==> config.mk <==
export PLATFORM = sky130hd
export DESIGN_NAME = usart_sync_slave
export DESIGN_NICKNAME = d
export VERILOG_FILES = /design/src/hw/usart_sync_pkg.sv /design/src/hw/usart_sync_slave.sv
export SDC_FILE = /design/constraint.sdc
export NUM_CORES = 1
export LEC_CHECK = 0
export BUFFER_PORTS_ARGS = -buffer_cell sky130_fd_sc_hd__buf_2
export CORE_ASPECT_RATIO = 1.2
export CORE_MARGIN = 4
export CORE_UTILIZATION = 56
export DETAILED_ROUTE_END_ITERATION = 8
export PLACE_DENSITY_LB_ADDON = 0.15
export SETUP_SLACK_MARGIN = 0.5
export SYNTH_ARGS = -nofsm -noshare
export SYNTH_HDL_FRONTEND = slang
export SYNTH_SLANG_ARGS = --single-unit
==> constraint.sdc <==
create_clock -name mclk -period 3.5 [get_ports mclk]
set_clock_uncertainty 0.1 [all_clocks]
set_input_delay 0.35 -clock mclk [delete_from_list [all_inputs] [get_ports mclk]]
set_output_delay 0.35 -clock mclk [all_outputs]
set_load 0.02 [all_outputs]
==> src/hw/usart_sync_pkg.sv <==
// constants for the synchronous slave serial port
package usart_sync_pkg;
  localparam int ADDR_W = 8;
  localparam int DATA_W = 32;
  localparam int REG_W = 8;
  localparam int WORD_W = 9;
  localparam int CNT_W = 4;

  // register indices; byte address is four times the index
  localparam logic [7:0] IDX_INTERRUPT_CONTROL = 8'h0b;
  localparam logic [7:0] IDX_PERIPHERAL_IRQ_FLAGS = 8'h0c;
  localparam logic [7:0] IDX_RECEIVE_STATUS_CONTROL = 8'h18;
  localparam logic [7:0] IDX_TRANSMIT_HOLDING = 8'h19;
  localparam logic [7:0] IDX_RECEIVE_FIFO_HEAD = 8'h1a;
  localparam logic [7:0] IDX_PERIPHERAL_IRQ_ENABLES = 8'h8c;
  localparam logic [7:0] IDX_TRANSMIT_STATUS_CONTROL = 8'h98;
  localparam logic [7:0] IDX_BAUD_DIVISOR = 8'h99;

  // interrupt_control fields
  localparam int BIT_GLOBAL_IRQ_EN = 7;
  localparam int BIT_PERIPH_IRQ_EN = 6;
  // peripheral flag and enable fields
  localparam int BIT_RX_AVAIL = 5;
  localparam int BIT_TX_READY = 4;
  // receive_status_control fields
  localparam int BIT_PORT_EN = 7;
  localparam int BIT_RX_NINE = 6;
  localparam int BIT_RX_SINGLE = 5;
  localparam int BIT_RX_CONT = 4;
  localparam int BIT_FRAMING = 2;
  localparam int BIT_OVERRUN = 1;
  localparam int BIT_RX_NINTH = 0;
  // transmit_status_control fields
  localparam int BIT_CLK_SRC = 7;
  localparam int BIT_TX_NINE = 6;
  localparam int BIT_TX_EN = 5;
  localparam int BIT_SYNC_MODE = 4;
  localparam int BIT_HIGH_BAUD = 2;
  localparam int BIT_SHIFT_EMPTY = 1;
  localparam int BIT_TX_NINTH = 0;

  // software-writable bits and reset values of stored bits
  localparam logic [7:0] INTCTL_WMASK = 8'hc0;
  localparam logic [7:0] RECEIVE_STATUS_CONTROL_WMASK = 8'hf0;
  localparam logic [7:0] TRANSMIT_STATUS_CONTROL_WMASK = 8'hf5;
  localparam logic [7:0] REG_RST = 8'h00;

  localparam logic [CNT_W-1:0] BITS_EIGHT = 4'h8;
  localparam logic [CNT_W-1:0] BITS_NINE = 4'h9;
  localparam int FIFO_DEPTH_DEF = 2;

  typedef enum logic [1:0] {
    TX_IDLE = 2'b00,
    TX_SHIFT = 2'b01
  } tx_state_t;
endpackage : usart_sync_pkg

==> src/hw/usart_sync_slave.sv <==
// synchronous slave serial port with avalon-mm register slave
// Behaviour
// - first of two queued words starts shifting immediately
// - second word waits; transmit-ready stays clear
// - after first word, load second, set ready
// - ready with enables wakes core, vectors if global
// - slave transfers behave like master transfers
// - writing holding register starts a transfer
// - single-receive enable ignored in slave mode
// - continuous receive pushes finished word into fifo
// - receive completion with enables wakes the core
// - completion sets receive-available and raises interrupt
// - clearing continuous receive clears error flag
// - external party supplies clock; slave when cleared
// - receive data sampled on falling shift clock
// - two-deep fifo; full third word sets overrun
// - ninth bit travels with its byte in fifo
`timescale 1ns/10ps
module usart_sync_slave
  import usart_sync_pkg::*;
#(
  parameter int FIFO_DEPTH = FIFO_DEPTH_DEF
) (
  input wire logic mclk,
  input wire logic rst,
  input wire logic [ADDR_W-1:0] address,
  input wire logic read,
  input wire logic write,
  input wire logic [DATA_W-1:0] writedata,
  output logic [DATA_W-1:0] readdata,
  output logic waitrequest,
  input wire logic ck_in,
  input wire logic dt_in,
  output logic dt_out,
  output logic dt_oe,
  output logic irq,
  output logic wake
);
  // fifo depth must be a power of two so pointers wrap by themselves
  localparam int PW = (FIFO_DEPTH > 1) ? $clog2(FIFO_DEPTH) : 1;
  localparam logic [PW:0] FIFO_FULL = (PW+1)'(FIFO_DEPTH);

  // pin synchronisers; first stage feeds only the second
  logic ck_s1_r, ck_s2_r, ck_s3_r;
  logic dt_s1_r, dt_s2_r;

  always_ff @(posedge mclk or posedge rst) begin
    if (rst) begin
      ck_s1_r <= 1'b0;
      ck_s2_r <= 1'b0;
      ck_s3_r <= 1'b0;
      dt_s1_r <= 1'b0;
      dt_s2_r <= 1'b0;
    end else begin
      ck_s1_r <= ck_in;
      ck_s2_r <= ck_s1_r;
      ck_s3_r <= ck_s2_r;
      dt_s1_r <= dt_in;
      dt_s2_r <= dt_s1_r;
    end
  end

  logic ck_rise, ck_fall;
  assign ck_rise = ck_s2_r & ~ck_s3_r;
  assign ck_fall = ~ck_s2_r & ck_s3_r;

  // state and its next values
  logic [7:0] intctl_r, intctl_nxt;
  logic [7:0] pie_r, pie_nxt;
  logic [7:0] receive_status_control_r, receive_status_control_nxt;
  logic [7:0] transmit_status_control_r, transmit_status_control_nxt;
  logic [7:0] brg_r, brg_nxt;
  logic [WORD_W-1:0] hold_r, hold_nxt;
  logic hold_full_r, hold_full_nxt;
  logic [WORD_W-1:0] tsr_r, tsr_nxt;
  tx_state_t tx_state_r, tx_state_nxt;
  logic [CNT_W-1:0] tx_cnt_r, tx_cnt_nxt;
  logic tx_pend_r, tx_pend_nxt;
  logic [WORD_W-1:0] rsr_r, rsr_nxt;
  logic [CNT_W-1:0] rx_cnt_r, rx_cnt_nxt;
  logic [WORD_W-1:0] fifo_r [FIFO_DEPTH];
  logic [WORD_W-1:0] fifo_nxt [FIFO_DEPTH];
  logic [PW:0] fifo_cnt_r, fifo_cnt_nxt;
  logic [PW-1:0] rd_ptr_r, rd_ptr_nxt;
  logic overrun_flag_r, overrun_flag_nxt;
  logic transmit_ready_flag_r, transmit_ready_flag_nxt;
  logic irq_r, irq_nxt;
  logic wake_r, wake_nxt;
  logic wait_r, wait_nxt;
  logic [DATA_W-1:0] rdata_r, rdata_nxt;
  logic dt_out_r, dt_out_nxt;
  logic dt_oe_r, dt_oe_nxt;

  logic slave_on, rx_on, tx_on, receive_available_flag;
  logic acc, wr_acc, rd_acc;
  logic [CNT_W-1:0] tx_last, rx_last;
  logic [WORD_W-1:0] rx_word;
  logic [PW-1:0] wr_idx;
  logic push, pop;
  logic [7:0] pir_v, receive_status_control_v, transmit_status_control_v;

  // port only shifts on the external clock in sync slave setup
  assign slave_on = receive_status_control_r[BIT_PORT_EN] & transmit_status_control_r[BIT_SYNC_MODE]
                    & ~transmit_status_control_r[BIT_CLK_SRC];
  // single-receive bit deliberately not looked at here
  assign rx_on = slave_on & receive_status_control_r[BIT_RX_CONT];
  // half duplex: receive takes the data pin when both enabled
  assign tx_on = slave_on & transmit_status_control_r[BIT_TX_EN] & ~receive_status_control_r[BIT_RX_CONT];
  assign receive_available_flag = (fifo_cnt_r != '0);

  assign acc = (read | write) & ~wait_r;
  assign wr_acc = acc & write;
  assign rd_acc = acc & read;
  assign tx_last = (transmit_status_control_r[BIT_TX_NINE] ? BITS_NINE : BITS_EIGHT) - 4'h1;
  assign rx_last = (receive_status_control_r[BIT_RX_NINE] ? BITS_NINE : BITS_EIGHT) - 4'h1;
  assign wr_idx = PW'(rd_ptr_r + fifo_cnt_r);

  assign pir_v = {2'b00, receive_available_flag, transmit_ready_flag_r, 4'h0};
  assign receive_status_control_v = {receive_status_control_r[7:4], 1'b0, 1'b0, overrun_flag_r,
                    fifo_r[rd_ptr_r][WORD_W-1]};
  assign transmit_status_control_v = {transmit_status_control_r[7:2], (tx_state_r == TX_IDLE),
                    transmit_status_control_r[BIT_TX_NINTH]};

  always_comb begin
    intctl_nxt = intctl_r;
    pie_nxt = pie_r;
    receive_status_control_nxt = receive_status_control_r;
    transmit_status_control_nxt = transmit_status_control_r;
    brg_nxt = brg_r;
    hold_nxt = hold_r;
    hold_full_nxt = hold_full_r;
    tsr_nxt = tsr_r;
    tx_state_nxt = tx_state_r;
    tx_cnt_nxt = tx_cnt_r;
    tx_pend_nxt = tx_pend_r;
    rsr_nxt = rsr_r;
    rx_cnt_nxt = rx_cnt_r;
    fifo_nxt = fifo_r;
    fifo_cnt_nxt = fifo_cnt_r;
    rd_ptr_nxt = rd_ptr_r;
    overrun_flag_nxt = overrun_flag_r;
    rx_word = rsr_r;
    push = 1'b0;
    pop = 1'b0;
    rdata_nxt = rdata_r;
    // one wait cycle, then the access completes with waitrequest low
    wait_nxt = ~((read | write) & wait_r);

    if ((read | write) & wait_r) begin
      rdata_nxt = '0;
      unique case (address)
        IDX_INTERRUPT_CONTROL: rdata_nxt[7:0] = intctl_r;
        IDX_PERIPHERAL_IRQ_FLAGS: rdata_nxt[7:0] = pir_v;
        IDX_RECEIVE_STATUS_CONTROL: rdata_nxt[7:0] = receive_status_control_v;
        IDX_RECEIVE_FIFO_HEAD: rdata_nxt[7:0] = fifo_r[rd_ptr_r][7:0];
        IDX_PERIPHERAL_IRQ_ENABLES: rdata_nxt[7:0] = pie_r;
        IDX_TRANSMIT_STATUS_CONTROL: rdata_nxt[7:0] = transmit_status_control_v;
        IDX_BAUD_DIVISOR: rdata_nxt[7:0] = brg_r;
        default: rdata_nxt = '0;
      endcase
    end

    // transmit shifter; loading happens before a same-cycle write
    unique case (tx_state_r)
      TX_IDLE: begin
        if (tx_on & hold_full_r) begin
          tsr_nxt = hold_r;
          hold_full_nxt = 1'b0;
          tx_cnt_nxt = '0;
          tx_pend_nxt = 1'b0;
          tx_state_nxt = TX_SHIFT;
        end
      end
      TX_SHIFT: begin
        if (!tx_on) begin
          tx_state_nxt = TX_IDLE;
        end else if (ck_fall) begin
          if (tx_cnt_r == tx_last) begin
            tx_state_nxt = TX_IDLE;
          end else begin
            tx_cnt_nxt = tx_cnt_r + 4'h1;
            tx_pend_nxt = 1'b1;
          end
        end else if (ck_rise & tx_pend_r) begin
          // next bit goes out on the rising edge, held over the fall
          tsr_nxt = {1'b0, tsr_r[WORD_W-1:1]};
          tx_pend_nxt = 1'b0;
        end
      end
    endcase

    // receive shifter, lsb first, sampled on the falling edge
    if (!receive_status_control_r[BIT_RX_CONT]) begin
      rx_cnt_nxt = '0;
      overrun_flag_nxt = 1'b0;
    end else if (rx_on & ck_fall) begin
      if (receive_status_control_r[BIT_RX_NINE]) begin
        rx_word = {dt_s2_r, rsr_r[WORD_W-1:1]};
      end else begin
        rx_word = {1'b0, dt_s2_r, rsr_r[7:1]};
      end
      rsr_nxt = rx_word;
      if (rx_cnt_r == rx_last) begin
        rx_cnt_nxt = '0;
        // a pop in this same cycle does not rescue a full fifo
        if (overrun_flag_r) begin
          push = 1'b0;
        end else if (fifo_cnt_r == FIFO_FULL) begin
          overrun_flag_nxt = 1'b1;
        end else begin
          push = 1'b1;
        end
      end else begin
        rx_cnt_nxt = rx_cnt_r + 4'h1;
      end
    end

    if (push) begin
      fifo_nxt[wr_idx] = rx_word;
    end

    if (wr_acc) begin
      unique case (address)
        IDX_INTERRUPT_CONTROL: intctl_nxt = writedata[7:0] & INTCTL_WMASK;
        IDX_RECEIVE_STATUS_CONTROL: receive_status_control_nxt = writedata[7:0] & RECEIVE_STATUS_CONTROL_WMASK;
        IDX_TRANSMIT_HOLDING: begin
          // ninth bit is taken from the control register at this write
          hold_nxt = {transmit_status_control_r[BIT_TX_NINTH], writedata[7:0]};
          hold_full_nxt = 1'b1;
        end
        IDX_PERIPHERAL_IRQ_ENABLES: pie_nxt = writedata[7:0];
        IDX_TRANSMIT_STATUS_CONTROL: transmit_status_control_nxt = writedata[7:0] & TRANSMIT_STATUS_CONTROL_WMASK;
        IDX_BAUD_DIVISOR: brg_nxt = writedata[7:0];
        default: brg_nxt = brg_r;
      endcase
    end

    if (rd_acc & (address == IDX_RECEIVE_FIFO_HEAD) & receive_available_flag) begin
      pop = 1'b1;
      rd_ptr_nxt = rd_ptr_r + 1'b1;
    end
    fifo_cnt_nxt = fifo_cnt_r + (PW+1)'(push) - (PW+1)'(pop);

    // ready only while the holding register is free
    transmit_ready_flag_nxt = transmit_status_control_nxt[BIT_TX_EN] & ~hold_full_nxt;
    dt_out_nxt = tsr_nxt[0];
    dt_oe_nxt = tx_on & (tx_state_nxt == TX_SHIFT);
  end

  // events gated by their enables and the peripheral enable
  logic ev_pending;
  always_comb begin
    ev_pending = intctl_r[BIT_PERIPH_IRQ_EN] &
                 ((transmit_ready_flag_r & pie_r[BIT_TX_READY]) |
                  (receive_available_flag & pie_r[BIT_RX_AVAIL]));
    wake_nxt = ev_pending;
    // the core branches to its vector only with the global enable
    irq_nxt = ev_pending & intctl_r[BIT_GLOBAL_IRQ_EN];
  end

  always_ff @(posedge mclk or posedge rst) begin
    if (rst) begin
      intctl_r <= REG_RST;
      pie_r <= REG_RST;
      receive_status_control_r <= REG_RST;
      transmit_status_control_r <= REG_RST;
      brg_r <= REG_RST;
      hold_r <= '0;
      hold_full_r <= 1'b0;
      tsr_r <= '0;
      tx_state_r <= TX_IDLE;
      tx_cnt_r <= '0;
      tx_pend_r <= 1'b0;
      rsr_r <= '0;
      rx_cnt_r <= '0;
      fifo_cnt_r <= '0;
      rd_ptr_r <= '0;
      overrun_flag_r <= 1'b0;
      transmit_ready_flag_r <= 1'b0;
      irq_r <= 1'b0;
      wake_r <= 1'b0;
      wait_r <= 1'b1;
      rdata_r <= '0;
      dt_out_r <= 1'b0;
      dt_oe_r <= 1'b0;
    end else begin
      intctl_r <= intctl_nxt;
      pie_r <= pie_nxt;
      receive_status_control_r <= receive_status_control_nxt;
      transmit_status_control_r <= transmit_status_control_nxt;
      brg_r <= brg_nxt;
      hold_r <= hold_nxt;
      hold_full_r <= hold_full_nxt;
      tsr_r <= tsr_nxt;
      tx_state_r <= tx_state_nxt;
      tx_cnt_r <= tx_cnt_nxt;
      tx_pend_r <= tx_pend_nxt;
      rsr_r <= rsr_nxt;
      rx_cnt_r <= rx_cnt_nxt;
      fifo_cnt_r <= fifo_cnt_nxt;
      rd_ptr_r <= rd_ptr_nxt;
      overrun_flag_r <= overrun_flag_nxt;
      transmit_ready_flag_r <= transmit_ready_flag_nxt;
      irq_r <= irq_nxt;
      wake_r <= wake_nxt;
      wait_r <= wait_nxt;
      rdata_r <= rdata_nxt;
      dt_out_r <= dt_out_nxt;
      dt_oe_r <= dt_oe_nxt;
    end
  end

  // fifo storage, one register per entry
  genvar gi;
  generate
    for (gi = 0; gi < FIFO_DEPTH; gi++) begin : g_fifo
      always_ff @(posedge mclk or posedge rst) begin
        if (rst) begin
          fifo_r[gi] <= '0;
        end else begin
          fifo_r[gi] <= fifo_nxt[gi];
        end
      end
    end
  endgenerate

  assign readdata = rdata_r;
  assign waitrequest = wait_r;
  assign dt_out = dt_out_r;
  assign dt_oe = dt_oe_r;
  assign irq = irq_r;
  assign wake = wake_r;
endmodule : usart_sync_slave

==> results of run 1 <==
==> final cells by class <==
cell class | instances | area [um2]
multi-input combinational | 318 | 2200
clock buffer | 11 | 131
sequential | 107 | 2680
inverter | 13 | 52.6
clock inverter | 5 | 61.3
timing repair buffer | 40 | 233
tap | 117 | 146
fill | 706 | 3240
==> power breakdown <==
group	switching [mW]	internal [mW]
Combinational	0.0968	0.0372
Clock	0.417	0.334
Sequential	0.0136	1.26
Total	0.527	1.63
==> timing repair <==
item,in CTS,in global routing
hold endpoints to repair,2,0
hold buffers,2,0
resized for setup,0,0
==> routing by layer <==
layer / GRT usage / wire length (um) / up-vias
met5: 0 / 0 / -
met4: 0.0731 / 202 / 0
met3: 0.0306 / 314 / 23
met2: 0.332 / 5350 / 56
met1: 0.287 / 4730 / 1725
li1: - / - / 1637
==> worst max-delay path by stage <==
stage / slack (ns) / endpoint / start
finish: 1.13 / fifo_r[7]$_DFFE_PP0P_ / transmit_status_control_r[7]$_DFFE_PP0P_
global route: 0.95 / fifo_r[16]$_DFFE_PP0P_ / transmit_status_control_r[7]$_DFFE_PP0P_
CTS: 1.08 / fifo_r[7]$_DFFE_PP0P_ / transmit_status_control_r[7]$_DFFE_PP0P_
detailed placement: 1.07 / pie_r[3]$_DFFE_PP0P_ / address[5]
global placement: 1.09 / pie_r[6]$_DFFE_PP0P_ / address[5]
floorplan: 1.58 / pie_r[0]$_DFFE_PP0P_ / address[5]
==> sequential cells by signal, indices dropped and copies added (netlist names), 6 cells and up <==
| signal | count |
|---|---|
| pie_r | 8 |
| tsr_r | 9 |
| fifo_r | 18 |
| hold_r | 9 |
| rsr_r | 9 |
| readdata | 8 |
| transmit_status_control_r | 6 |
| brg_r | 8 |
==> worst max-delay path, stage by stage (launching register included) <==
cell	delay [ns]
dfrtp_1	0.42
and3b_1	0.32
nand3_2	0.43
nor4_4	0.37
buf_4	0.27
mux2_2	0.35
==> placed cells by master, fill, tap and decap left out, types with 9 or more instances in the layout <==
| cell type | Yosys | routed |
|---|---|---|
| mux2_1 | 11 | 11 |
| clkbuf_8 | 0 | 9 |
| buf_2 | 8 | 34 |
| dfrtp_1 | 106 | 106 |
| mux2_2 | 30 | 30 |
| nor2_1 | 36 | 36 |
| nand2_1 | 35 | 35 |
| a21oi_1 | 29 | 29 |
| inv_1 | 12 | 11 |
| mux2i_1 | 27 | 27 |
| o21ai_0 | 15 | 15 |
| conb_1 | 1 | 24 |
==> kinds of logic (layout without fill, tap and decap cells) <==
family                   Yosys count  count (layout)  share of synthesized area
AO/OA/AOI/OAI                     88              88                      0.115
XOR/XNOR                           3               3                    0.00513
adder cells (fa/ha/maj)            3               3                    0.00733
buffers and inverters             52              69                     0.0628
flip-flops                       107             107                      0.523
multiplexers                      68              68                      0.143
other                              1              24                   0.000733
AND/OR/NAND/NOR                  132             132                      0.142
==> results.md, run 1 <==
* Total Power at 2.15 mW
* CP Max Fanout at 17
* Final setup viols at 0
* Initial antenna violation count at 0
* DP Area at 0.00530 mm2
* Inst Count DP at 593
* DRT antenna net count at 0
* Mean Syn Cell Area at 11.3 um2
* FF-to-FF setup slack at 1.13 ns
* DR pass1 iterations at 4
* Postcts setup bufs at 0
* Top FF cell, synth: dfrtp_1
* Count of final max-slew check failures at 0
* Vias in the first global route at 3413
* TritonCTS buffer count at 9
* Diodes inserted at 0
* WP data arrival at 2.53 ns
* Post-DR wirelength/cell at 17.4 um
* Fmax at 0.422 GHz
* Placer congestion estimate at 0.900
* Synth Cell Area at 0.00512 mm2
* Worst-path clk slew at 0.10 ns
* H-tree levels at 3
* Hold crit path type: in2async
* Post-layout util at 0.629
* Max-Cap Viols at 0
* Gr usage total at 0.207
* Post-synth EDFFs at 0
* Seq/Total Area, Yosys at 0.523
* Maximum vdd ir drop at 0.279 mV
* Drt initial violations at 265
* Core Rows at 37
* CP Capture Type: flop
* Dpl hpwl at 7590 um
* RSZ-0062 raised after global routing: false
* Via count at 3441
* Tcrit/Tclk final at 0.677
* Synthesis-to-layout area growth at 7.60%
* Max-slew headroom at 0.480
* Final Hold Vio Count at 0
* Clock tree sinks at 107
* Slew @ Worst Pin at 0.780 ns
* Setup ws final at 1.13 ns
* First-pass GRT wire length at 17300 um
* Layout cells sized above 1 at 0.202
* Max Buffers Root-to-Sink at 2
* Dpl ws at 1.07 ns
* DIE WIDTH at 95.3 um
* Cell with the most instances after synthesis: dfrtp_1
* Synth unique cells at 66
* Remaining Overflow, GRT at 0
* Total core area at 0.00875 mm2
* Final non-filler cell total at 611
* Startpoint types: flop
* # port buffers at 34
* Vias/cell at 5.63
* Fin nets at 538
* Total negative slack at 0 ns
* Synth top area share at 0.518
* Largest net degree at the start of global routing at 108
* Reg2Reg Depth at 5
* Root buf cell: clkbuf_8
* Synth Register Bits at 107
* Fraction of registers with async set/reset at 1.00
* Die H at 113 um
* R2r endpoint: fifo_r[7]$_DFFE_PP0P_
* Pwr Density at 391 mW/mm2
* IO Count at 83
* Yosys top cell by area: dfrtp_1
* Clk_lat worst skew at 0.36 ns
* Post-synth top cells: dfrtp_1, nor2_1, nand2_1, mux2_2, a21oi_1
* Die ar. at 0.0107 mm2
* Starting density of the core at 0.585
* CP required at 3.66 ns
* Drt total wl at 10600 um
* Ys Warns at 0
* Syn Inst Count at 454
* Worst hold slack at 0.00955 ns
* CTS tree: done
* Crit Path Class: reg2reg
* Status: finished clean
* Design area at 0.00551 mm2
* DRC viols at 0
* LEAKAGE at 2.75 nW
* Fin crit period at 2.37 ns
* Synth area leaders: dfrtp_1, mux2_2, mux2i_1, buf_4, a21oi_1
* Reg2Reg Launch Point: transmit_status_control_r[7]$_DFFE_PP0P_
Power figures use the tool's default switching activity.
==> inputs of run 2 (changes only) <==
CORE_UTILIZATION = 51   (was 56)
clock period = 2.1 ns   (was 3.5 ns; I/O delays follow)
==> run 2 against run 1 <==
  * Routed wire length grew 12%
  * Fmax rose by 30%
  * Largest cell class is now multi-input combinational cells
  * Power increased by 90%
  * Hold slack better by 0.020 ns
==> results.md, run 2 (synthesis gave the netlist of run 1 again) <==
* Starting density of the core at 0.530
* H-tree levels at 3
* Net Switching at 0.945 mW
* P_int at 3.15 mW
* Worst-path clk slew at 0.07 ns
* Most common cell after layout, fill and taps aside: dfrtp_1
* Reg area at 0.00268 mm2
* Slew @ Worst Pin at 0.554 ns
* Tcrit/Tclk final at 0.868
* Fin crit period at 1.82 ns
* Drt total wl at 11900 um
* # fillers at 738
* WP data arrival at 2.00 ns
* IO Count at 83
* # port buffers at 34
* CP Capture Type: flop
* Max-Cap Viols at 0
* Count of final max-slew check failures at 0
* Initial antenna violation count at 0
* DRC viols at 0
* Final setup viols at 0
* Biggest register: fifo_r
* Clock network power share at 0.418
* Dpl hpwl at 7670 um
* Synthesis-to-layout area growth at 27.8%
* First-pass GRT wire length at 18500 um
* Root buf cell: clkbuf_16
* Via count at 3685
* CP Max Fanout at 8
* Total negative slack at 0 ns
* Final non-filler cell total at 662
* Multi-input logic area at 0.00272 mm2
* Most frequent cells in the layout: dfrtp_1, buf_4, nand2_1
* Max-slew headroom at 0.631
* Die ar. at 0.0117 mm2
* Max FFs per register at 18
* TritonCTS buffer count at 9
* Drt initial violations at 182
* Inst Count DP at 610
* Switching Fraction at 0.231
* Clk_lat worst skew at 0.34 ns
* DIE WIDTH at 99.5 um
* Final Hold Vio Count at 0
* CP required at 2.27 ns
* Total core area at 0.00966 mm2
* Vias in the first global route at 3650
* Gr usage total at 0.199
* Maximum vdd ir drop at 0.432 mV
* Crit Path Class: reg2reg
* Core Rows at 39
* RSZ-0062 raised after global routing: true
* Layout cells sized above 1 at 0.434
* LEAKAGE at 3.06 nW
* Reg power frac at 0.518
* Status: finished clean
* DRT antenna net count at 0
* Fmax at 0.549 GHz
* Remaining Overflow, GRT at 0
* Die H at 118 um
* Diodes inserted at 0
* DR pass1 iterations at 4
* Placer congestion estimate at 0.888
* Post-DR wirelength/cell at 17.9 um
* Fin nets at 583
* Largest net degree at the start of global routing at 108
* Pwr Density at 626 mW/mm2
* Combinational share of power at 0.064
* Clock tree sinks at 107
* Hold crit path type: in2reg
* Max Buffers Root-to-Sink at 2
* CTS tree: done
* Vias/cell at 5.57
* Startpoint types: flop
-- run 2: cell types whose count changed in the layout (fill, tap and decap cells not counted), sizes merged --
cell | before | now
buf | 38 | 79
clkinv | 1 | 2
o21ai | 22 | 25
clkinvlp | 4 | 3
dlygate4sd3 | 2 | 3
-- run 2: path summary, 6_finish.rpt --
path | startpoint | end | slack [ns] | depth (start not counted)
max in group asynchronous | rst | waitrequest$_DFF_PP1_ | 0.99 | 4
setup / recovery | rx_cnt_r[1]$_DFFE_PP0P_ | fifo_r[4]$_DFFE_PP0P_ | 0.28 | 7
hold / removal | writedata[1] | brg_r[1]$_DFFE_PP0P_ | 0.03 | 2
setup reg to reg | rx_cnt_r[1]$_DFFE_PP0P_ | fifo_r[4]$_DFFE_PP0P_ | 0.28 | 7
min in group asynchronous | rst | fifo_cnt_r[1]$_DFF_PP0_ | 0.48 | 4
hold reg to reg | dt_s1_r$_DFF_PP0_ | dt_s2_r$_DFF_PP0_ | 0.25 | 0
-- run 2: repair_timing --
| action | in CTS | in global routing |
|---|---|---|
| resized for setup | 45 | 71 |
| gates cloned | 3 | 2 |
| hold buffers | 3 | 0 |
| endpoints found under the hold margin | 108 | 0 |
| pin swaps | 6 | 20 |
| setup endpoints to repair | 55 | 62 |
| buffers inserted | 16 | 12 |
-- run 2: area by class of cell --
class	count	share of cell area
Clock buffer	11	0.0371
Clock inverter	5	0.00937
Inverter	13	0.00823
Multi-Input combinational cell	321	0.416
Sequential cell	107	0.410
Tap cell	123	0.0235
Timing Repair Buffer	82	0.0949
-- run 2: metal layers --
metal,vias up,global-route usage,wire length [um]
met5,-,0,0
met4,0,0.0521,117
met3,9,0.0368,507
met2,87,0.332,6100
met1,1845,0.267,5120
li1,1744,-,-
-- run 2: power by group through the flow --
stage / Combinational, mW / Clock [mW] / Sequential, mW
after detailed placement: 0.238 / 0 / 2.16
after floorplan: 0.177 / 0 / 2.16
after global routing: 0.289 / 1.83 / 2.12
after CTS: 0.254 / 1.74 / 2.12
after global placement: 0.234 / 0 / 2.16
final: 0.262 / 1.71 / 2.12
-- run 2: worst max-delay path: stages, from the launching register on --
cell	delay, ns
dfrtp_1	0.41
or2_4	0.27
o32a_4	0.22
nor4_4	0.24
buf_4	0.20
buf_12	0.15
nor2_4	0.04
a21oi_2	0.10
-- run 2: through the flow --
| stage | hold slack [ns] | util | cell area [um2] | worst slack [ns] | power (mW) |
|---|---|---|---|---|---|
| 2_1_floorplan | 0.141 | - | 5360 | 0.248 | 2.34 |
| 3_5_place_dp | 0.219 | 0.570 | 5510 | 0.0652 | 2.40 |
| 3_3_place_gp | 0.219 | 0.570 | 5510 | 0.0708 | 2.39 |
| 4_1_cts | 0.0198 | 0.636 | 6150 | 0.291 | 4.11 |
| 6_report | 0.0296 | 0.677 | 6540 | 0.277 | 4.09 |
| 5_1_grt | 0.0338 | 0.677 | 6540 | 0.207 | 4.24 |
==> inputs of run 3 (changes only) <==
CORE_MARGIN = 5   (was 4)
CORE_UTILIZATION = 61   (was 51)
clock period = 2.2 ns   (was 2.1 ns; I/O delays follow)
==> run 3 against run 2 <==
  * Sequential share of layout area grew 1.6 points
  * Die area shrank 12%
  * Fmax is essentially flat
  * Register-to-register slack gained 0.099 ns
  * Largest cell class is now sequential cells
  * Largest power group unchanged
  * Highest routed layer unchanged
==> results.md, run 3 (synthesis gave the netlist of run 1 again) <==
* Status: finished clean
* Most common cell after layout, fill and taps aside: dfrtp_1
* FF-to-FF setup slack at 0.38 ns
* RSZ-0062 raised after global routing: true
* Diodes inserted at 0
* Hold Path Depth at 2
* Drt initial violations at 257
* Starting density of the core at 0.628
* Crit Path Class: reg2reg
* IO Count at 83
* Worst-path clk slew at 0.10 ns
* Final Hold Vio Count at 0
* Uppermost layer routed: met4
* Hold endpoint: pie_r[3]$_DFFE_PP0P_
* # fillers at 519
* Slew @ Worst Pin at 0.629 ns
* Drt total wl at 12000 um
* CP Capture Type: flop
* DR pass1 iterations at 6
* Core Rows at 36
* Count of final max-slew check failures at 0
* Placer congestion estimate at 0.862
* CP required at 2.36 ns
* Maximum vdd ir drop at 0.432 mV
* Most used cell along the critical path: buf_6
* Max FFs per register at 18
* First-pass GRT wire length at 19300 um
* Critical-path top delay cell: dfrtp_1
* Root buf cell: clkbuf_8
* DRT antenna net count at 0
* Max-slew headroom at 0.578
* Vias/cell at 5.80
* Design area at 0.00629 mm2
* R2r endpoint: tsr_r[8]$_DFFE_PP0P_
* Layout cells sized above 1 at 0.388
* Initial antenna violation count at 0
* Fin crit period at 1.82 ns
* Setup ws final at 0.376 ns
* TritonCTS buffer count at 9
* Post-DR wirelength/cell at 18.7 um
* Tcrit/Tclk final at 0.829
* # port buffers at 34
* Startpoint types: flop
* Dpl hpwl at 7920 um
* Synthesis-to-layout area growth at 23.0%
* Most frequent cells in the layout: dfrtp_1, nand2_1, buf_2
* Wire length on met2 at 6050 um
* Max Buffers Root-to-Sink at 2
* Biggest register: fifo_r
* DP Area at 0.00548 mm2
* CP cell instances: and3b_2 > buf_4 > buf_6 > a41o_4 > o21ai_4 > buf_6 > a32o_1
* Hold crit path type: in2reg
* Met3 WL at 627 um
* Dpl ws at 0.152 ns
* Via count at 3727
* CTS tree: done
* Total core area at 0.00815 mm2
* Reg2Reg Depth at 7
* Total negative slack at 0 ns
* Clk_lat worst skew at 0.37 ns
* Fmax at 0.548 GHz
* Fin nets at 573
* Max-Cap Viols at 0
* Largest net degree at the start of global routing at 38
* Clock tree sinks at 107
* H-tree levels at 3
* Max stage delay on crit path at 0.41 ns
* Die ar. at 0.0103 mm2
* Final setup viols at 0
* Wire length on met1 at 5150 um
* Remaining Overflow, GRT at 0
* Worst Hold Launch: writedata[3]
* Reg2Reg Launch Point: transmit_status_control_r[7]$_DFFE_PP0P_
* CP Max Fanout at 4
* Die H at 110 um
* Pwr Density at 577 mW/mm2
* Vias in the first global route at 3760
* DIE WIDTH at 93.6 um
* WP data arrival at 1.99 ns
* Gr usage total at 0.244
* DRC viols at 0
* LEAKAGE at 2.99 nW
* Post-layout util at 0.772
==> run 3: cell count changes in the layout (fill, tap and decap cells not counted), sizes merged <==
cell         before  now
buf              79   71
o21ai            25   22
clkbuf           11    9
bufinv            1    2
clkinv            2    3
clkinvlp          3    2
dlygate4sd3       3    4
inv              12   13
==> run 3: layout make-up <==
cell class / instances / area, um2 / area share
Sequential cell: 107 / 2690 / 0.427
Tap cell: 114 / 143 / 0.0227
Clock inverter: 7 / 110 / 0.0175
Multi-Input combinational cell: 318 / 2600 / 0.413
Timing Repair Buffer: 75 / 576 / 0.0915
Clock buffer: 9 / 124 / 0.0197
Inverter: 13 / 57.6 / 0.00915
==> run 3: worst max-delay path: cells and delay by family, from the launching register on <==
family	cells	cell delay, ns
compound gates	3	0.54
flops	1	0.41
buf+inv	3	0.37
simple gates	1	0.31
==> run 3: worst max path at each step <==
stage / slack, ns / end / start / cells past startpoint
floorplan: 0.35 / fifo_r[16]$_DFFE_PP0P_ / rx_cnt_r[1]$_DFFE_PP0P_ / 4
global placement: 0.16 / intctl_r[6]$_DFFE_PP0P_ / address[5] / 6
detailed placement: 0.15 / intctl_r[6]$_DFFE_PP0P_ / address[5] / 6
CTS: 0.40 / fifo_r[0]$_DFFE_PP0P_ / transmit_status_control_r[7]$_DFFE_PP0P_ / 7
global route: 0.31 / fifo_r[0]$_DFFE_PP0P_ / transmit_status_control_r[7]$_DFFE_PP0P_ / 7
finish: 0.38 / tsr_r[8]$_DFFE_PP0P_ / transmit_status_control_r[7]$_DFFE_PP0P_ / 7
==> run 3: power breakdown <==
group / switching (mW) / internal, mW / leakage, nW
logic: 0.167 / 0.0791 / 1.41
clock network: 0.699 / 0.661 / 0.113
registers: 0.0258 / 2.00 / 1.46
total: 0.892 / 2.74 / 2.99
==> run 3: timing repair <==
action | CTS | global route
hold endpoints to repair | 19 | 1
gates resized for setup | 57 | 46
pin swaps | 4 | 6
buffers inserted | 7 | 10
gates cloned | 3 | 2
setup endpoints to repair | 72 | 48
hold buffers | 3 | 1
==> run 3: through the flow <==
stage / hold slack (ns) / total power, mW / instances
2_1_floorplan: 0.151 / 2.23 / 477
3_3_place_gp: 0.173 / 2.28 / 601
3_5_place_dp: 0.183 / 2.29 / 601
4_1_cts: 0.0138 / 3.64 / 630
5_1_grt: 0.0129 / 3.77 / 643
6_report: 0.0274 / 3.63 / 643
==> run 3: per-layer routing <==
metal,global-route usage,up-vias
met2,0.407,126
met4,0.0753,0
met5,0,-
li1,-,1715
met1,0.330,1868
met3,0.0414,18
